File: src/gti_pkg.sv
// Purpose: Shared constants and types for the gauge I2C target interface
// Assumes: 10 MHz core clock, SCL and SDA sampled as asynchronous inputs
// Notes: Command space layout and timing figures live here only
package gti_pkg;
    // =====================================================================
    // Bus addressing
    localparam logic [6:0] TGT_ADDR = 7'h55;          // Fixed 1010101
    localparam logic [7:0] WR_BYTE = 8'haa;
    localparam logic [7:0] RD_BYTE = 8'hab;
    // =====================================================================
    // Command space
    localparam logic [7:0] CMD_TOP = 8'h6b;           // Highest readable code
    localparam logic [7:0] DCLASS_LOC = 8'h3e;
    localparam logic [7:0] DBLOCK_LOC = 8'h3f;
    localparam int MEM_DEPTH = 128;
    // =====================================================================
    // Timing
    localparam int CLK_HZ = 10_000_000;
    localparam int TOUT_MS = 2000;                    // Bus-low timeout
    localparam int TOUT_CYC = TOUT_MS * (CLK_HZ / 1000);
    localparam int WAKE_US = 100;                     // Stretch in low power
    localparam int WAKE_CYC = WAKE_US * (CLK_HZ / 1_000_000);
    localparam int BUSY_MS = 4;                       // Stretch in normal mode
    localparam int BUSY_CYC = BUSY_MS * (CLK_HZ / 1000);
    localparam int SETTLE_CYC = 8;                    // Filter delay margin after release
    // =====================================================================
    // Types
    typedef enum logic [1:0] {
        MODE_INIT = 2'b00,
        MODE_NORMAL = 2'b01,
        MODE_SLEEP = 2'b10,
        MODE_HIBERNATE = 2'b11
    } gti_mode_type;

    typedef struct packed {
        logic scl;
        logic sda;
    } gti_bus_type;

    typedef struct packed {
        logic we;
        logic [7:0] addr;
        logic [7:0] data;
    } gti_wr_type;
endpackage

File: src/gti_sync.sv
// Purpose: Three-stage synchroniser with agreement filter for bus pins
// Assumes: Inputs asynchronous to clk_in
// Notes: Output changes only when stages two and three agree
`timescale 1ns/100ps
module gti_sync (
    input wire logic clk_in,
    input wire logic rst_in,
    input wire gti_pkg::gti_bus_type raw_in,
    output gti_pkg::gti_bus_type clean_out
);
    gti_pkg::gti_bus_type s1_r;
    gti_pkg::gti_bus_type s2_r;
    gti_pkg::gti_bus_type s3_r;

    // =====================================================================
    // Chain; idle bus is high so reset to high avoids a false start
    always_ff @(posedge clk_in) begin
        if (rst_in) begin
            s1_r <= '1;
            s2_r <= '1;
            s3_r <= '1;
            clean_out <= '1;
        end else begin
            s1_r <= raw_in;
            s2_r <= s1_r;
            s3_r <= s2_r;
            if (s2_r.scl == s3_r.scl) begin
                clean_out.scl <= s3_r.scl;
            end
            if (s2_r.sda == s3_r.sda) begin
                clean_out.sda <= s3_r.sda;
            end
        end
    end
endmodule

File: src/gti_target.sv
// Purpose: I2C target engine of a single-cell fuel gauge
// Assumes: SCL from the master, sampled by clk_in; open-drain pins
// Notes: Command locations held in a local array, core side via ports
// =====================================================================
`timescale 1ns/100ps
module gti_target (
    input wire logic clk_in,
    input wire logic rst_in,
    input wire logic scl_in,
    output logic scl_out,
    output logic scl_oe_out,
    input wire logic sda_in,
    output logic sda_out,
    output logic sda_oe_out,
    input wire gti_pkg::gti_mode_type mode_in,
    input wire logic sealed_in,
    input wire logic core_busy_in,
    input wire logic [gti_pkg::MEM_DEPTH-1:0] ro_map_in,
    input wire logic wdog_kick_in,
    output gti_pkg::gti_wr_type wr_out,
    output logic sleep_req_out,
    output logic wdog_reset_out
);
    typedef enum logic [2:0] {
        ST_IDLE = 3'b000,
        ST_ADDR = 3'b001,
        ST_CMD = 3'b010,
        ST_WDATA = 3'b011,
        ST_RDATA = 3'b100,
        ST_ACK = 3'b101,
        ST_MACK = 3'b110,
        ST_IGNORE = 3'b111
    } gti_state_type;

    gti_pkg::gti_bus_type bus;
    gti_pkg::gti_bus_type bus_r;
    gti_state_type state_r;
    gti_state_type after_ack_r;
    logic [7:0] mem_r [gti_pkg::MEM_DEPTH];
    logic [7:0] shift_r;
    logic [7:0] ptr_r;
    logic [3:0] bit_cnt_r;
    logic ack_drive_r;
    logic rd_drive_r;
    logic stretch_r;
    logic [23:0] stretch_cnt_r;
    logic [24:0] low_cnt_r;
    logic [24:0] wdog_cnt_r;
    logic released_r;
    logic scl_rise;
    logic scl_fall;
    logic start_det;
    logic stop_det;
    logic [7:0] byte_in;
    logic loc_blocked;
    logic [23:0] stretch_lim;

    // =====================================================================
    // Pin sampling
    gti_sync u_sync (
        .clk_in(clk_in),
        .rst_in(rst_in),
        .raw_in({scl_in, sda_in}),
        .clean_out(bus)
    );

    always_ff @(posedge clk_in) begin
        if (rst_in) begin
            bus_r <= '1;
        end else begin
            bus_r <= bus;
        end
    end

    // Edge and condition detection on filtered lines
    assign scl_rise = bus.scl && !bus_r.scl;
    assign scl_fall = !bus.scl && bus_r.scl;
    assign start_det = bus.scl && bus_r.scl && bus_r.sda && !bus.sda;
    assign stop_det = bus.scl && bus_r.scl && !bus_r.sda && bus.sda;
    assign byte_in = {shift_r[6:0], bus.sda};

    // Sealed mode hides the data class and block locations
    assign loc_blocked = sealed_in && (ptr_r == gti_pkg::DCLASS_LOC
        || ptr_r == gti_pkg::DBLOCK_LOC);

    // =====================================================================
    // Byte engine
    always_ff @(posedge clk_in) begin
        if (rst_in || released_r) begin
            state_r <= ST_IDLE;
            after_ack_r <= ST_IDLE;
            shift_r <= 8'h00;
            bit_cnt_r <= 4'h0;
            ack_drive_r <= 1'b0;
            rd_drive_r <= 1'b0;
        end else if (start_det) begin
            state_r <= ST_ADDR;          // Also covers repeated start
            bit_cnt_r <= 4'h0;
            ack_drive_r <= 1'b0;
            rd_drive_r <= 1'b0;
        end else if (stop_det) begin
            state_r <= ST_IDLE;
            ack_drive_r <= 1'b0;
            rd_drive_r <= 1'b0;
        end else if (!stretch_r) begin
            if (scl_rise && (state_r == ST_ADDR || state_r == ST_CMD
                || state_r == ST_WDATA)) begin
                shift_r <= byte_in;
                bit_cnt_r <= bit_cnt_r + 4'h1;
            end
            if (scl_rise && state_r == ST_MACK) begin
                // Master ACK continues, NACK ends the read
                after_ack_r <= bus.sda ? ST_IGNORE : ST_RDATA;
            end
            if (scl_fall) begin
                case (state_r)
                    ST_ADDR, ST_CMD, ST_WDATA: begin
                        if (bit_cnt_r == 4'h8) begin
                            bit_cnt_r <= 4'h0;
                            state_r <= ST_ACK;
                            ack_drive_r <= 1'b0;
                            after_ack_r <= ST_IGNORE;
                            if (state_r == ST_ADDR) begin
                                if (shift_r == gti_pkg::WR_BYTE) begin
                                    ack_drive_r <= 1'b1;
                                    after_ack_r <= ST_CMD;
                                end else if (shift_r == gti_pkg::RD_BYTE) begin
                                    ack_drive_r <= 1'b1;
                                    after_ack_r <= ST_RDATA;
                                end
                            end else if (state_r == ST_CMD) begin
                                ack_drive_r <= (shift_r <= gti_pkg::CMD_TOP);
                                after_ack_r <= ST_WDATA;
                            end else begin
                                ack_drive_r <= !ro_map_in[ptr_r[6:0]] && !loc_blocked;
                                after_ack_r <= ST_WDATA;
                            end
                        end
                    end
                    ST_ACK: begin
                        ack_drive_r <= 1'b0;
                        state_r <= ack_drive_r ? after_ack_r : ST_IGNORE;
                        rd_drive_r <= ack_drive_r && after_ack_r == ST_RDATA;
                        shift_r <= (ack_drive_r && after_ack_r == ST_RDATA)
                            ? (loc_blocked ? 8'h00 : mem_r[ptr_r[6:0]]) : shift_r;
                    end
                    ST_RDATA: begin
                        bit_cnt_r <= bit_cnt_r + 4'h1;
                        if (bit_cnt_r == 4'h7) begin
                            bit_cnt_r <= 4'h0;
                            rd_drive_r <= 1'b0;
                            state_r <= ST_MACK;
                        end else begin
                            shift_r <= {shift_r[6:0], 1'b0};
                        end
                    end
                    ST_MACK: begin
                        state_r <= after_ack_r;
                        rd_drive_r <= after_ack_r == ST_RDATA;
                        shift_r <= loc_blocked ? 8'h00 : mem_r[ptr_r[6:0]];
                    end
                    default: begin
                        state_r <= state_r;
                    end
                endcase
            end
        end
    end

    // =====================================================================
    // Address pointer; command byte loads it, acknowledged bytes advance it
    always_ff @(posedge clk_in) begin
        if (rst_in) begin
            ptr_r <= 8'h00;
        end else if (!stretch_r && scl_fall && bit_cnt_r == 4'h8 && state_r == ST_CMD
            && shift_r <= gti_pkg::CMD_TOP) begin
            ptr_r <= shift_r;
        end else if (!stretch_r && scl_rise && state_r == ST_MACK && !bus.sda) begin
            ptr_r <= ptr_r + 8'h01;
        end else if (!stretch_r && scl_fall && state_r == ST_WDATA && bit_cnt_r == 4'h8
            && !ro_map_in[ptr_r[6:0]] && !loc_blocked) begin
            // Same edge as the store, which still sees the old pointer
            ptr_r <= ptr_r + 8'h01;
        end
    end

    // Store accepted write data, one strobe per byte
    always_ff @(posedge clk_in) begin
        if (rst_in) begin
            wr_out <= '0;
        end else begin
            wr_out.we <= 1'b0;
            if (!stretch_r && scl_fall && state_r == ST_WDATA && bit_cnt_r == 4'h8
                && !ro_map_in[ptr_r[6:0]] && !loc_blocked) begin
                wr_out.we <= 1'b1;
                wr_out.addr <= ptr_r;
                wr_out.data <= shift_r;
                mem_r[ptr_r[6:0]] <= shift_r;
            end
        end
    end

    // =====================================================================
    // Clock stretch, bounded by the mode's limit
    assign stretch_lim = (mode_in == gti_pkg::MODE_SLEEP
        || mode_in == gti_pkg::MODE_HIBERNATE)
        ? 24'(gti_pkg::WAKE_CYC) : 24'(gti_pkg::BUSY_CYC);

    always_ff @(posedge clk_in) begin
        if (rst_in || released_r || state_r == ST_IDLE) begin
            stretch_r <= 1'b0;
            stretch_cnt_r <= 24'h000000;
        end else if (stretch_r) begin
            stretch_cnt_r <= stretch_cnt_r + 24'h000001;
            if (!core_busy_in || stretch_cnt_r >= stretch_lim - 24'h000001) begin
                stretch_r <= 1'b0;
            end
        end else if (scl_fall && state_r == ST_ADDR && bit_cnt_r == 4'h8
            && core_busy_in) begin
            stretch_r <= 1'b1;           // Busy hold on the address byte, limit set by mode
            stretch_cnt_r <= 24'h000000;
        end
    end

    // =====================================================================
    // Bus-low timeout, release and sleep request
    always_ff @(posedge clk_in) begin
        if (rst_in) begin
            low_cnt_r <= '0;
            released_r <= 1'b0;
            sleep_req_out <= 1'b0;
        end else if (bus.scl && bus.sda) begin
            low_cnt_r <= '0;
            released_r <= 1'b0;
            sleep_req_out <= 1'b0;
        end else begin
            // Count past release so our own let-go reaches the filter first
            if (low_cnt_r < 25'(gti_pkg::TOUT_CYC + gti_pkg::SETTLE_CYC)) begin
                low_cnt_r <= low_cnt_r + 25'h0000001;
            end
            if (low_cnt_r >= 25'(gti_pkg::TOUT_CYC - 1)) begin
                released_r <= 1'b1;
            end
            if (low_cnt_r >= 25'(gti_pkg::TOUT_CYC + gti_pkg::SETTLE_CYC)) begin
                sleep_req_out <= 1'b1;
            end
        end
    end

    // Watchdog: expires if not kicked within the timeout window
    always_ff @(posedge clk_in) begin
        if (rst_in || wdog_kick_in) begin
            wdog_cnt_r <= '0;
            wdog_reset_out <= 1'b0;
        end else if (wdog_cnt_r >= 25'(gti_pkg::TOUT_CYC - 1)) begin
            wdog_reset_out <= 1'b1;
        end else begin
            wdog_cnt_r <= wdog_cnt_r + 25'h0000001;
        end
    end

    // =====================================================================
    // Open-drain drivers: only ever pull low
    assign sda_out = 1'b0;
    assign scl_out = 1'b0;
    assign sda_oe_out = !released_r && (ack_drive_r && state_r == ST_ACK
        || rd_drive_r && !shift_r[7]);
    assign scl_oe_out = !released_r && stretch_r;
endmodule

File: config.mk
export PLATFORM = sky130hd
export DESIGN_NAME = gti_target
export DESIGN_NICKNAME = d
export VERILOG_FILES = /design/src/gti_pkg.sv /design/src/gti_sync.sv /design/src/gti_target.sv
export SDC_FILE = /design/constraint.sdc
export NUM_CORES = 1
export LEC_CHECK = 0
export BUFFER_PORTS_ARGS = -buffer_cell sky130_fd_sc_hd__buf_2
export CAP_MARGIN = 20
export CORE_ASPECT_RATIO = 1.75
export CORE_MARGIN = 1.5
export CORE_UTILIZATION = 45
export CTS_CLUSTER_DIAMETER = 50
export DETAILED_ROUTE_END_ITERATION = 10
export SETUP_SLACK_MARGIN = 0.15
export SLEW_MARGIN = 20
export SYNTH_ARGS = -nofsm -noshare
export SYNTH_HDL_FRONTEND = slang
export SYNTH_SLANG_ARGS = --single-unit
File: constraint.sdc
create_clock -name clk_in -period 4.4 [get_ports clk_in]
set_clock_uncertainty 0.1 [all_clocks]
set_input_delay 0.66 -clock clk_in [delete_from_list [all_inputs] [get_ports clk_in]]
set_output_delay 0.66 -clock clk_in [all_outputs]
set_load 0.02 [all_outputs]
==> results of run 1 <==
==> worst max-delay path, stage by stage, from the launching register on <==
cell and delay, ps:
dfxtp_2 600, buf_4 290, nor2b_1 400, a221o_1 250
or4b_2 590, o2111ai_1 130, nor4_2 100, and3_1 320
nand4_2 160, buf_4 400, buf_4 230, nor2_1 40
buf_4 190
==> routing by layer <==
metal / wire [um] / track usage, % / vias to the layer above
li1: - / - / 11445
met1: 43300 / 25.50 / 13597
met2: 65420 / 41.61 / 790
met3: 5528 / 3.162 / 190
met4: 4126 / 8.287 / 0
met5: 0 / 0 / -
==> cell type report <==
type / count / area (um^2)
Fill cell: 8402 / 50230
Sequential cell: 1164 / 33600
Timing Repair Buffer: 364 / 2506
Clock buffer: 124 / 2720
Inverter: 32 / 120.1
Tap cell: 1351 / 1690
Multi-Input combinational cell: 1328 / 13330
Clock inverter: 67 / 696.9
==> cell families (layout without fill, tap and decap cells) <==
| kind of cell | after synthesis | after routing | share of synthesized area (%) |
|---|---|---|---|
| and+or+nand+nor | 623 | 623 | 6.230 |
| buffers and inverters | 184 | 587 | 1.706 |
| adders and majority gates | 14 | 14 | 0.3674 |
| DFF | 1164 | 1164 | 70.37 |
| other | 1 | 2 | 0.007865 |
| xor gates and xnor gates | 24 | 24 | 0.4408 |
| AOI/OAI and AO/OA | 272 | 272 | 3.768 |
| muxes | 393 | 393 | 17.11 |
==> timing repair <==
| action | in CTS | in global routing |
|---|---|---|
| setup buffers | 0 | 0 |
| gates resized for setup | 0 | 2 |
| hold buffers | 1 | 0 |
| hold endpoints to repair | 1 | 0 |
| endpoints found under the setup margin | 0 | 60 |
==> stage by stage <==
| step | utilization (%) | hold slack (ps) | area (um^2) | setup WS [ps] | total power [mW] |
|---|---|---|---|---|---|
| floorplan | - | 289.5 | 47690 | 846.9 | 12.13 |
| global placement | 48.81 | 310.5 | 51210 | 427.9 | 12.20 |
| detailed placement | 48.81 | 298.2 | 51210 | 348.8 | 12.20 |
| CTS | 52.08 | 4.007 | 54630 | 348.2 | 21.38 |
| global route | 52.12 | 41.82 | 54670 | 153.9 | 21.76 |
| finish | 52.12 | 55.01 | 54670 | 330.0 | 21.18 |
==> registers in the layout (all words and copies together) (netlist names), 3 cells and up, named ones only <==
| signal | count |
|---|---|
| wr_out | 17 |
| bit_cnt_r | 4 |
| low_cnt_r | 25 |
| stretch_cnt_r | 24 |
| shift_r | 8 |
| state_r | 3 |
| wdog_cnt_r | 25 |
| after_ack_r | 3 |
| mem_r | 1024 |
| ptr_r | 8 |
==> synth_stat cells (5+ instances only) <==
master     instances  area (um^2)
o2111ai_1          5        43.79
or4_1              9        67.56
dfxtp_1          140         2803
and2_1             5        31.28
nor2b_1           16        100.1
a31o_2            10        87.58
a21o_1             5        37.54
nand4_1           25        156.4
or3_1             30        187.7
a31oi_1           14        87.58
xor2_1             8        70.07
buf_2             47        235.2
or2_2             21        131.4
mux2i_1           42        420.4
buf_4              5        37.54
edfxtp_1        1024        30750
nand3_1           56        280.3
mux2_2            10        112.6
nor2_1           235        882.1
buf_6              6        67.56
ha_1              14        175.2
a21oi_1           94        470.5
a211oi_1           5        37.54
a221o_1           10        100.1
xnor2_1           16        140.1
nand3b_1           5        37.54
nand2b_1          12        75.07
nor4_1            10        62.56
inv_1             30        112.6
and3_1            17        106.4
a22oi_1           16        120.1
o22ai_1            6        37.54
o31ai_1            7        52.55
nor3_1            16        80.08
o211ai_1           5        37.54
a221oi_1           5        43.79
mux4_2           336         7567
nand2_1          140        525.5
buf_1             14        52.55
o21ai_0           47        235.2
clkbuf_1          80        300.3
==> power groups by stage <==
stage                     combinational (mW)  clock (mW)  sequential, mW
after floorplan                       0.0518           0            12.1
after global routing                   0.148        9.80            11.8
after global placement                 0.132           0            12.1
after detailed placement               0.134           0            12.1
after CTS                              0.136        9.42            11.8
final                                  0.137        9.22            11.8
==> cells in the final DEF, fill, tap and decap left out, types with 9 or more instances in the layout <==
master,count
or2_2,21
or4_1,9
nand3_1,56
nor2_1,235
a21oi_1,94
o21ai_0,47
nor4_1,10
clkinv_1,22
a22oi_1,16
nor3_1,16
clkbuf_16,106
dfxtp_4,13
nand2_1,140
mux2i_1,42
nand2b_1,12
xnor2_1,16
buf_12,11
and3_1,17
inv_1,30
a31o_2,10
mux4_2,336
bufinv_16,13
or3_1,30
buf_2,156
buf_4,194
ha_1,14
nor2b_1,16
edfxtp_1,1024
dfxtp_1,125
nand4_1,25
mux2_2,10
clkbuf_1,18
a31oi_1,14
clkinv_2,16
a221o_1,10
==> worst max path at each step <==
stage,start,to,slack [ps],depth (start not counted)
global route,ptr_r[1],mem_r[98][5],150,11
finish,ptr_r[1],mem_r[59][2],330,12
detailed placement,ptr_r[0],mem_r[99][3],350,10
CTS,ptr_r[0],mem_r[99][6],350,10
global placement,ptr_r[2],mem_r[99][7],430,11
floorplan,shift_r[3],flip-flop,850,8
==> impl_metrics.ini, run 1 <==
[outcome]
status = finished, final reports clean

[worst_hold_path]
hp-class = in2reg
hold_end = u_sync.s1_r[1]
hold_depth = 2
min_from = scl_in

[pwr]
peakVddDrop_uv = 269.2
power_leakage_nw = 17.15
pwr-share-clk_pct = 43.5
p_int_mw = 17.08
p_seq_share_pct = 55.8
power_switching_mw = 4.106
swShare_pct = 19.39
power.density_nw_per_um2 = 387.5
p_comb_share_pct = 0.6

[global_routing]
grt_pass1_vias = 27078
grt_pass1_wl_mm = 176.8
grt_max_degree = 105
globalRouteTotalUtil_pct = 22.15
globalRouteOverflowTotal = 0
grt_antenna_before_repair = 0

[placement]
globalplace.congestion = 0.9073
dp.cells = 4237
placement.io_buffers = 156
dp_hpwl_mm = 77.74

[clock_network]
path_clk_slew_ps = 70
cts_sinks = 1164
cts_buffer_depth = 3
cts_tree = yes
h-tree-depth = 3
cts_inserted_buffers = 102
insertion_delay_ps = 700
cts_root_buffer = clkbuf_16

[synth]
ys_types = 80
synth_warnings = 0
syn_avg_cell_area_um2 = 17.83
synth_seq_cells = 1164
synth_edf_count = 1024
synthCells = 2675
async_flop_share_pct = 0
yosysSeqAreaShare_pct = 70.37
netlist_area_um2 = 47680
ys.flop_type = edfxtp_1

[sta]
fmax_ghz = 0.2457
min_period_ps = 4070
max_slew_margin_pct = 27.71
setup_violations = 0
finalHoldViolCount = 0
setup_tns_ps = 0
worst_pin_slew_ps = 1084
rsz0062_at_grt = false
drv_slew = 0
finalCritPeriodShare_pct = 92.50

[layout]
fin_cells = 4430
area_growth_pct = 14.65
final_layout_size_suffix_gt1_share_pct = 30.27
num-nets-final = 3143
antennaDiodeCount = 0

[floorplan]
io_pins = 160
core_region_area_um2 = 104900
die_h_um = 433.6
die_w_um = 249.1
dieArea_um2 = 108000
initial_core_util_pct = 45.46
fp-row-count = 157

[critical_path]
cp-end-kind = flip-flop
crit_arrival_ps = 4420
worstPathRequired_ps = 4750
rrSetupSlack_ps = 330
rr_worst_depth = 12
cp-start-kind = flip-flop
worstSetupPathType = reg2reg
r2r-end = mem_r[59][2]
worstReg2RegStart = ptr_r[1]
crit_path_max_fanout = 17

[route]
drtPass1Iterations = 5
wl_per_cell_um = 26.72
finalWirelength_mm = 118.4
drc_errors = 0
avgViaCountPerCell = 5.874
drtIter0Drc = 2205
dr_total_vias = 26022
ant_nets = 0

[flow_run]
maxCapViolCount = 0
(Power assumes the default switching activity.)
==> inputs of run 2 (changes only) <==
RECOVER_POWER = 50   (was default)
==> run 2 against run 1 <==
Effect of this change: the flow now finishes with violations (capacitance limit, slew limit); utilization fell by 0.092 points; sequential share of layout area rose by 0.067 points; clock-buffer cell count did not move; sequential cell count did not move; clock power barely moved; hold slack got worse by 0.71 ps; sequential power barely moved; non-clock buffer count did not move; via count fell by 0.12%; worst setup slack improved by 8.5 ps; largest cell class unchanged.
==> impl_metrics.ini, run 2 (synthesis gave the netlist of run 1 again) <==
[outcome]
status = finished with violations
failed_checks = capacitance limit, slew limit

[sta]
drv_slew = 572
worst_hold_slack_ps = 54.29
finalHoldViolCount = 0
worst_pin_slew_ps = 2851
setup_tns_ps = 0
rsz0062_at_grt = false
max_slew_margin_pct = -90.07
finalCritPeriodShare_pct = 92.31
fmax_ghz = 0.2462
min_period_ps = 4062
setup_violations = 0

[floorplan]
fp-row-count = 157
core_region_area_um2 = 104900
initial_core_util_pct = 45.46
die_h_um = 433.6
io_pins = 160
dieArea_um2 = 108000
die_w_um = 249.1

[placement]
globalplace.congestion = 0.9073
dp_hpwl_mm = 77.74
dp.cells = 4237
placement.io_buffers = 156

[pwr]
p_int_mw = 17.08
power_switching_mw = 4.109
p_comb_share_pct = 0.6
power_leakage_nw = 17.04
p_seq_share_pct = 55.8
power.density_nw_per_um2 = 388.2
pwr-share-clk_pct = 43.5
swShare_pct = 19.40
peakVddDrop_uv = 268.3

[critical_path]
cp-end-kind = flip-flop
slowest_stage = dfxtp_2
crit_path_max_fanout = 17
worstPathRequired_ps = 4760
slowest_delay_ps = 600
crit_arrival_ps = 4420
cp-start-kind = flip-flop
path_cells = buf_4, nor2b_1, a221o_1, or4b_2, o2111ai_1, nor4_2, and3_1, nand4_2, buf_4, buf_4, nor2_1, buf_4
rrSetupSlack_ps = 340
worstSetupPathType = reg2reg
crit_path_frequent_cell = buf_4

[layout]
largest_reg_flops = 1024
fillCellCount = 8430
num-nets-final = 3143
area_growth_pct = 14.45
final_layout_size_suffix_gt1_share_pct = 29.20
fin_cells = 4430
antennaDiodeCount = 0
most-common-layout-cells = 1024 x edfxtp_1, 336 x mux4_2, 235 x nor2_1
mostFrequentLayoutCell = edfxtp_1

[worst_hold_path]
hp-class = in2reg

[flow_run]
maxCapViolCount = 9

[clock_network]
cts_setup_buffers = 0
cts_sinks = 1164
path_clk_slew_ps = 70
cts_root_buffer = clkbuf_16
cts_tree = yes
cts_buffer_depth = 3
h-tree-depth = 3
insertion_delay_ps = 700
cts_inserted_buffers = 102

[route]
finalWirelength_mm = 118.4
drtPass1Iterations = 6
ant_nets = 0
drtIter0Drc = 2316
dr_total_vias = 25991
avgViaCountPerCell = 5.867
drc_errors = 0
wl_per_cell_um = 26.74

[global_routing]
grt_pass1_wl_mm = 176.8
grt_antenna_before_repair = 0
globalRouteOverflowTotal = 0
globalRouteTotalUtil_pct = 22.15
grt_pass1_vias = 27078
grt_max_degree = 105
-- run 2: power by group through the flow --
stage	combinational [mW]	clock (mW)	sequential (mW)
after floorplan	0.0518	0	12.1
after global placement	0.132	0	12.1
after detailed placement	0.134	0	12.1
after CTS	0.136	9.42	11.8
after global routing	0.147	9.80	11.8
final	0.136	9.22	11.8
-- run 2: critical path: cells and delay by family (launching register included) --
kind	cells	cell delay, ps
flops	1	600
compound gates	2	380
buf+inv	4	1110
simple gates	6	1620
-- run 2: path summary, 6_finish.rpt --
check | end | cells past startpoint | start
worst min-delay path | u_sync.s1_r[1] | 2 | scl_in
worst min register to register | u_sync.s2_r[1] | 1 | u_sync.s1_r[1]
worst max-delay path | mem_r[35][3] | 12 | ptr_r[1]
worst max register to register | mem_r[35][3] | 12 | ptr_r[1]
-- run 2: area by class of cell --
class	instances	area [um^2]	area share [%]
inverter	32	120.1	0.2201
timing repair buffer	364	2432	4.457
sequential	1164	33580	61.53
tap	1351	1690	3.097
multi-input combinational	1328	13330	24.43
clock buffer	124	2720	4.984
clock inverter	67	696.9	1.277
-- run 2: what timing repair did --
item / 4_1_cts / 5_1_grt
hold endpoints to repair: 1 / 0
resized for setup: 0 / 2
setup endpoints to repair: 0 / 60
hold buffers: 1 / 0
-- run 2: stage by stage --
step	utilization, %	worst slack, ps	power, mW	cell area [um^2]
5_1_grt	52.02	112.5	21.77	54570
4_1_cts	52.08	348.2	21.38	54630
6_report	52.02	338.4	21.19	54570
3_3_place_gp	48.81	427.9	12.20	51210
2_1_floorplan	-	846.9	12.13	47690
3_5_place_dp	48.81	348.8	12.20	51210
-- run 2: routing by layer --
layer	track usage, %	vias to the layer above	share of wire, %
li1	-	11442	-
met1	25.50	13553	37
met2	41.61	799	55
met3	3.162	197	4.7
met4	8.287	0	3.5
met5	0	-	0
